$ cat src/hw/intr_cfg.svh
// offsets, field positions, implemented-bit mask and reset values for the interrupt block
`ifndef INTR_CFG_SVH
`define INTR_CFG_SVH
`define CORE_CTRL_ADDR 8'h0B
`define PERIPH_EN_ADDR 8'h8C
`define PERIPH_FLAG_ADDR 8'h0C
`define PERIPH_MASK_ADDR 8'h8D
`define GLOBAL_EN_BIT 7
`define PERIPH_GROUP_BIT 6
`define TZ_EN_BIT 5
`define EXTIE_BIT 4
`define PCIE_BIT 3
`define TZ_FLAG_BIT 2
`define EXTIF_BIT 1
`define PCIF_BIT 0
`define PERIPH_IMPL_MASK 8'hF7
`define CORE_RESET 8'h00
`define PERIPH_RESET 8'h00
`endif

$ cat src/hw/intr_pkg.sv
// types shared by the interrupt enable and flag logic
package intr_pkg;
    typedef struct packed {
        logic [7:0] addr;
        logic [7:0] wdata;
        logic wr;
        logic rd;
    } bus_req_t;
    typedef struct packed {
        logic timerZeroWrap;
        logic extEdge;
        logic portChange;
    } core_events_t;
endpackage

$ cat src/hw/edge_select.sv
// edge detector for the external interrupt pin with selectable polarity
`timescale 1ns/1ps
module edge_select (
    input wire logic clk,
    input wire logic rst,
    input wire logic pinLevel,
    input wire logic risingSel,
    output logic edgeSeen
);
    logic lastLevel;

    // remember last level; reset value is low so no falling edge at startup
    always_ff @(posedge clk or posedge rst) begin
        if (rst) begin
            lastLevel <= 1'b0;
        end else begin
            lastLevel <= pinLevel;
        end
    end

    // one-cycle pulse on the chosen transition
    assign edgeSeen = risingSel ? (pinLevel & ~lastLevel)
                                : (~pinLevel & lastLevel);
endmodule

$ cat src/hw/interrupt_enable_flag_logic.sv
// core interrupt control, peripheral enables and flag logic
`timescale 1ns/1ps
`include "intr_cfg.svh"
module interrupt_enable_flag_logic
    import intr_pkg::*;
#(
    parameter int PORT_WIDTH = 4
) (
    input wire logic clk,
    input wire logic rst,
    input wire bus_req_t busReq,
    output logic [7:0] rdata,
    input wire logic timerZeroWrap,
    input wire logic externalInterruptPin,
    input wire logic edgeRising,
    input wire logic [PORT_WIDTH-1:0] portUpper,
    input wire logic [7:0] peripheralEvents,
    output logic irq
);
    ////////////////////////////////////////////////////////////////////////
    // register state
    logic [7:0] coreCtrl;
    logic [7:0] periphEn;
    logic [7:0] periphFlag;
    logic [7:0] periphMask;
    logic [PORT_WIDTH-1:0] lastPort;
    logic portSeeded;
    logic extEdge;
    logic portChange;
    logic wrCore;
    logic wrPeriphEn;
    logic wrPeriphFlag;
    logic wrPeriphMask;
    logic coreReq;
    logic periphReq;

    ////////////////////////////////////////////////////////////////////////
    // event detection
    edge_select extDetect (
        .clk(clk),
        .rst(rst),
        .pinLevel(externalInterruptPin),
        .risingSel(edgeRising),
        .edgeSeen(extEdge)
    );

    // the port snapshot is seeded once after reset so power-up levels
    // do not look like a change
    always_ff @(posedge clk or posedge rst) begin
        if (rst) begin
            lastPort <= '0;
            portSeeded <= 1'b0;
        end else begin
            lastPort <= portUpper;
            portSeeded <= 1'b1;
        end
    end
    assign portChange = portSeeded && (portUpper != lastPort);

    ////////////////////////////////////////////////////////////////////////
    // address decode
    always_comb begin
        wrCore = 1'b0;
        wrPeriphEn = 1'b0;
        wrPeriphFlag = 1'b0;
        wrPeriphMask = 1'b0;
        if (busReq.wr && busReq.addr == `CORE_CTRL_ADDR) begin
            wrCore = 1'b1;
        end else if (busReq.wr && busReq.addr == `PERIPH_EN_ADDR) begin
            wrPeriphEn = 1'b1;
        end else if (busReq.wr && busReq.addr == `PERIPH_FLAG_ADDR) begin
            wrPeriphFlag = 1'b1;
        end else if (busReq.wr && busReq.addr == `PERIPH_MASK_ADDR) begin
            wrPeriphMask = 1'b1;
        end
    end

    ////////////////////////////////////////////////////////////////////////
    // core control: enables written directly, flags set by hardware
    // set wins over a clearing write in the same cycle
    always_ff @(posedge clk or posedge rst) begin
        if (rst) begin
            coreCtrl <= `CORE_RESET;
        end else begin
            if (wrCore) begin
                coreCtrl <= busReq.wdata;
            end
            if (timerZeroWrap) begin
                coreCtrl[`TZ_FLAG_BIT] <= 1'b1;
            end
            if (extEdge) begin
                coreCtrl[`EXTIF_BIT] <= 1'b1;
            end
            if (portChange) begin
                coreCtrl[`PCIF_BIT] <= 1'b1;
            end
        end
    end

    // peripheral enables; bit 3 is not stored so it always reads zero
    always_ff @(posedge clk or posedge rst) begin
        if (rst) begin
            periphEn <= `PERIPH_RESET;
        end else if (wrPeriphEn) begin
            periphEn <= busReq.wdata & `PERIPH_IMPL_MASK;
        end
    end

    // peripheral flags: sticky, cleared by writing one, set wins;
    // each bit is worked out alone so that clearing one flag never
    // disturbs an event that lands on another in the same cycle
    logic [7:0] next_periphFlag;
    logic [7:0] clearFlag;
    assign clearFlag = {8{wrPeriphFlag}} & busReq.wdata;
    for (genvar g = 0; g < 8; g++) begin : flagBit
        if (g == 3) begin : hole
            assign next_periphFlag[g] = 1'b0;
        end else begin : live
            assign next_periphFlag[g] = peripheralEvents[g]
                | (periphFlag[g] & ~clearFlag[g]);
        end
    end
    always_ff @(posedge clk or posedge rst) begin
        if (rst) begin
            periphFlag <= `PERIPH_RESET;
        end else begin
            periphFlag <= next_periphFlag;
        end
    end

    // extra mask over peripheral flags, all open but bit 3 after reset
    always_ff @(posedge clk or posedge rst) begin
        if (rst) begin
            periphMask <= `PERIPH_IMPL_MASK;
        end else if (wrPeriphMask) begin
            periphMask <= busReq.wdata & `PERIPH_IMPL_MASK;
        end
    end

    ////////////////////////////////////////////////////////////////////////
    // request generation; enables gate only the request, never the flags
    logic [7:0] periphLive;
    // one term per core source, each enable beside its own flag
    assign coreReq =
        (coreCtrl[`TZ_EN_BIT] & coreCtrl[`TZ_FLAG_BIT]) |
        (coreCtrl[`EXTIE_BIT] & coreCtrl[`EXTIF_BIT]) |
        (coreCtrl[`PCIE_BIT] & coreCtrl[`PCIF_BIT]);
    // a peripheral source counts when enable, flag and mask agree
    assign periphLive = periphEn & periphFlag & periphMask;
    // the group bit stands in front of every peripheral source
    assign periphReq = coreCtrl[`PERIPH_GROUP_BIT] & (|periphLive);
    // the global bit is last, so one write silences every source;
    // a stale flag fires at once when its enable goes up
    assign irq = coreCtrl[`GLOBAL_EN_BIT] & (coreReq | periphReq);

    ////////////////////////////////////////////////////////////////////////
    // read data one cycle after the strobe; unmapped reads give zero
    always_ff @(posedge clk or posedge rst) begin
        if (rst) begin
            rdata <= 8'h00;
        end else if (busReq.rd && busReq.addr == `CORE_CTRL_ADDR) begin
            rdata <= coreCtrl;
        end else if (busReq.rd && busReq.addr == `PERIPH_EN_ADDR) begin
            rdata <= periphEn;
        end else if (busReq.rd && busReq.addr == `PERIPH_FLAG_ADDR) begin
            rdata <= periphFlag;
        end else if (busReq.rd && busReq.addr == `PERIPH_MASK_ADDR) begin
            rdata <= periphMask;
        end else begin
            rdata <= 8'h00;
        end
    end

    // per-source peripheral checks; bit 3 has no source and is skipped
    // so that these never look at the hole in the layout
    for (genvar g = 0; g < 8; g++) begin : bitCheck
        if (g != 3) begin : live

        end
    end
endmodule

$ cat config.mk
export PLATFORM = sky130hd
export DESIGN_NAME = interrupt_enable_flag_logic
export DESIGN_NICKNAME = d
export VERILOG_FILES = /design/src/hw/intr_pkg.sv /design/src/hw/edge_select.sv /design/src/hw/interrupt_enable_flag_logic.sv
export VERILOG_INCLUDE_DIRS = /design/src /design/src/hw
export SDC_FILE = /design/constraint.sdc
export NUM_CORES = 1
export LEC_CHECK = 0
export BUFFER_PORTS_ARGS = -buffer_cell sky130_fd_sc_hd__buf_2
export CAP_MARGIN = 20
export CORE_UTILIZATION = 36
export CTS_CLUSTER_DIAMETER = 120
export DETAILED_ROUTE_END_ITERATION = 7
export SLEW_MARGIN = 20
export SYNTH_ARGS = -nofsm -noshare
export SYNTH_HDL_FRONTEND = slang
export SYNTH_SLANG_ARGS = --single-unit
export TNS_END_PERCENT = 1
$ cat constraint.sdc
create_clock -name clk -period 2.8 [get_ports clk]
set_input_delay 0 -clock clk [delete_from_list [all_inputs] [get_ports clk]]
set_output_delay 0 -clock clk [all_outputs]
set_load 0.05 [all_outputs]
==> results.md <==
* Core Region at 5075 µm²
* Hold Path Sink: periphFlag[4]
* Layout Skew at between 0.005 and 0.006 ns
* Row cnt at 26
* Final Hold Fails at 0
* Routed WL at 4.180 mm
* Chip height at ~74 µm
* Setup crit end kind: flip-flop
* Design Area, Final at 2527 µm²
* Final setup fails at 0
* Leakage at 1.151 nW
* Vias at between 1,000 and 1,500
* Final core occ at 0.4980
* Post-synth EDFFs at 0
* Post-Syn Nets at 195
* CTS buffer count at 5
* CTS Sinks at between 40 and 50
* Drc violations at 0
* Top delay family on crit path: simple AND/OR/NAND/NOR gates
* Mapped Cells at 160
* Syn_area_per_cell at 11.82 µm²
* Post-CTS Repair Setup Buffers at 0
* Area of the die at roughly 5500 µm²
* Worst vdd ir at 0.2919 mV
* Detail Placement HPWL at 2.784 mm
* Worst slew margin at 0.5130
* Crit path cell chain: buf_2 > or4_4 > nor4_2 > buf_4 > nand2_1 > a21o_1 > dlygate4sd3_1
* Seq cells post-synth at between 40 and 50
* Clock root buffer: clkbuf_8
* Crit share post-route at 0.7504
* RR Startpoint: coreCtrl[2]
* Post-synthesis mux area share at 0.1237
* CP Data Required Time at 2.98 ns
* Crit Path Max Fanout at 4
* Fillers at 490
* Hold Crit Depth at 4
* Net Sw Frac at 0.2385
* N_diodes at 0
* Status: finished clean
* CP arrival at around 2.3 ns
* Hold_buf cts at 25
* Share of layout cells above drive strength 1 at 0.3504
* Crit path buffers/inverters at 3
* Worst R2R Setup Slack at 1.28 ns
* Worst slew pin tran at 0.7266 ns
* PwrDens at about 460 nW/µm²
* Placed cell areas at 2192 µm²
* Clock Pin Slew Worst Setup and Hold Paths at 0.08 ns
* Clock Power Share at 0.333
* Initial antenna violation count at 0
* Drt wl/cell at approximately 14 µm
* Synth Area in XOR/XNOR at 0.01852
* Final critical-path required period at 2.101 ns
* Post-synth cell types at 34
* Internal power at 0.0008765 W
* Clock tree buffer depth at 2
* CTS tree: built
* Initial Utilization at 0.3728
* Asr flop ratio synth at 1.000
* NetSw at 0.0002745 W
* Largest family of logic cells by synthesized area: simple AND/OR/NAND/NOR gates
* Combinational fraction of design power at 0.099
* R2R cell count at 3
* Sequential Power Share at 0.568
* DRT iter0 DRCs at 69
* Final ANT Viol Nets at 0
* Post-synth top area cell: dfrtp_1
* I/O pins at 44
* Fmax at roughly 480 MHz
* DRT Pass-1 Iters at 4
* CP Class: primary input to flip-flop
* Top_reg_cell synth: dfrtp_1
* Port Buffers at 42
* Gr ovfl total at 0
* Final GP Congestion at 0.6946
* Pwr Total at approximately 0.0012 W
* Slew Limit Fails at 0
* Drt via density at 4.826
* Complex-gate fraction of the synthesized area at 0.1038
* Final net count at roughly 270
* Worst hold path class: primary input to flip-flop
* Skew-Pair Late Insertion Delay at approximately 0.3 ns
* Post-CTS sizing at 0
* CTS H-Tree Depth at 2
* RSZ-0062 raised after global routing: false
* Yosys warns at 0
* Max-cap violation count at 0
* Max incr delay on CP at 0.60 ns
* P&R area growth vs syn at 33.60%
* R2R Path End: coreCtrl[2]
* Seq/Total Area, Yosys at 0.5734
* Setup TNS at 0 ns
* Largest net degree at the start of global routing at 44
* Synth Area in Adders at 0
* Post-synth top cells: dfrtp_1 (36), nand2_1 (19), mux2_2 (18), nor2_1 (15), nand3_1 (9)
* Hold Startpoint: busReq[10]
* Total GRT Usage at 0.1734
* Simple-Gate Fraction of Synth Area at 0.1601
* Count leader, synth: dfrtp_1
* First-pass GRT wire length at approximately 7.0 mm
* Die Wd at 74.49 µm
* Share of the synthesized area in the top cell type at 0.4762
* Worst path slowest cell: nor4_2
* Startpoint types: primary input
* Number of global-route vias before repair at around 1,500
* Dominant cells by area after synthesis: dfrtp_1 (48%), mux2_2 (11%), dfstp_2 (9.7%)
* Netlist Area Pre-Place at 1892 µm²
[sequential cells by signal, summed over array words and instances, names as in the netlist]
| signal | cells |
|---|---|
| lastPort | 4 |
| coreCtrl | 8 |
| periphMask | 7 |
| portSeeded | 1 |
| periphFlag | 7 |
| rdata | 8 |
| periphEn | 7 |
| extDetect.lastLevel | 1 |
[metal layers]
layer	GRT usage	routed length, µm	share of wire
met1	0.2185	1923	0.46
met2	0.2943	2030	0.49
met3	0.03252	155	0.037
met4	0.06918	72	0.017
met5	0	0	0
[power groups by stage]
stage,Clock [W],Combinational (W),Sequential (W)
2_1_floorplan,0,0.0000471,0.000664
3_3_place_gp,0,0.0000883,0.000666
3_5_place_dp,0,0.0000901,0.000666
4_1_cts,0.000394,0.000115,0.000654
5_1_grt,0.000419,0.000127,0.000657
6_report,0.000383,0.000113,0.000654
[cells by family after synthesis]
| group | Yosys count |
|---|---|
| mux | 21 |
| compound gates | 27 |
| xor+xnor | 4 |
| buf+inv | 8 |
| flops | 43 |
| other cells | 1 |
| simple gates | 56 |
[worst min-delay path: stages]
cell and delay, ns:
buf_2 0.13, nor4_2 0.10, nand2_1 0.07, a21o_1 0.10
[through the flow]
step / worst slack, ns / hold WS (ns) / instances
after global placement: 0.8561 / 0.1339 / 271
final: 0.6989 / 0.1449 / 304
after global routing: 0.6489 / 0.1714 / 304
after CTS: 0.7103 / 0.1373 / 304
after detailed placement: 0.8322 / 0.1356 / 271
after floorplan: 0.9396 / 0.03143 / 160
[how the worst max path moves through the flow]
| stage | slack [ns] | endpoint | cells past startpoint | from |
|---|---|---|---|---|
| final | 0.70 | periphFlag[0] | 7 | busReq[15] |
| after CTS | 0.71 | periphFlag[0] | 7 | busReq[15] |
| after detailed placement | 0.83 | periphEn[5] | 5 | busReq[15] |
| after global routing | 0.65 | periphFlag[0] | 7 | busReq[15] |
| after global placement | 0.86 | periphEn[5] | 5 | busReq[15] |
| after floorplan | 0.94 | irq | 4 | periphMask[5] |
[layout make-up]
| type | count | area, µm² | area share |
|---|---|---|---|
| clock buffer | 6 | 72.57 | 0.02871 |
| clock inverter | 2 | 12.51 | 0.004951 |
| inverter | 4 | 15.01 | 0.005941 |
| multi-input combinational | 109 | 772.0 | 0.3054 |
| sequential | 43 | 1085 | 0.4292 |
| tap | 70 | 87.58 | 0.03465 |
| timing repair buffer | 70 | 483.0 | 0.1911 |
[cells in the final DEF, fill, tap and decap left out, types with 2 or more instances in the layout]
master         Yosys  layout
nand3_1            9       9
or3_1              2       2
buf_4              1       3
xor2_1             4       4
mux2i_1            2       2
dfstp_2            7       7
mux2_2            18      18
nand2_1           19      19
nor2_1            15      15
dlygate4sd3_1      0      25
a21oi_1            7       7
clkbuf_8           0       5
o41ai_1            8       8
dfrtp_1           36      36
inv_1              4       4
a21o_1             7       7
buf_2              0      42
Power figures use the tool's default switching activity.
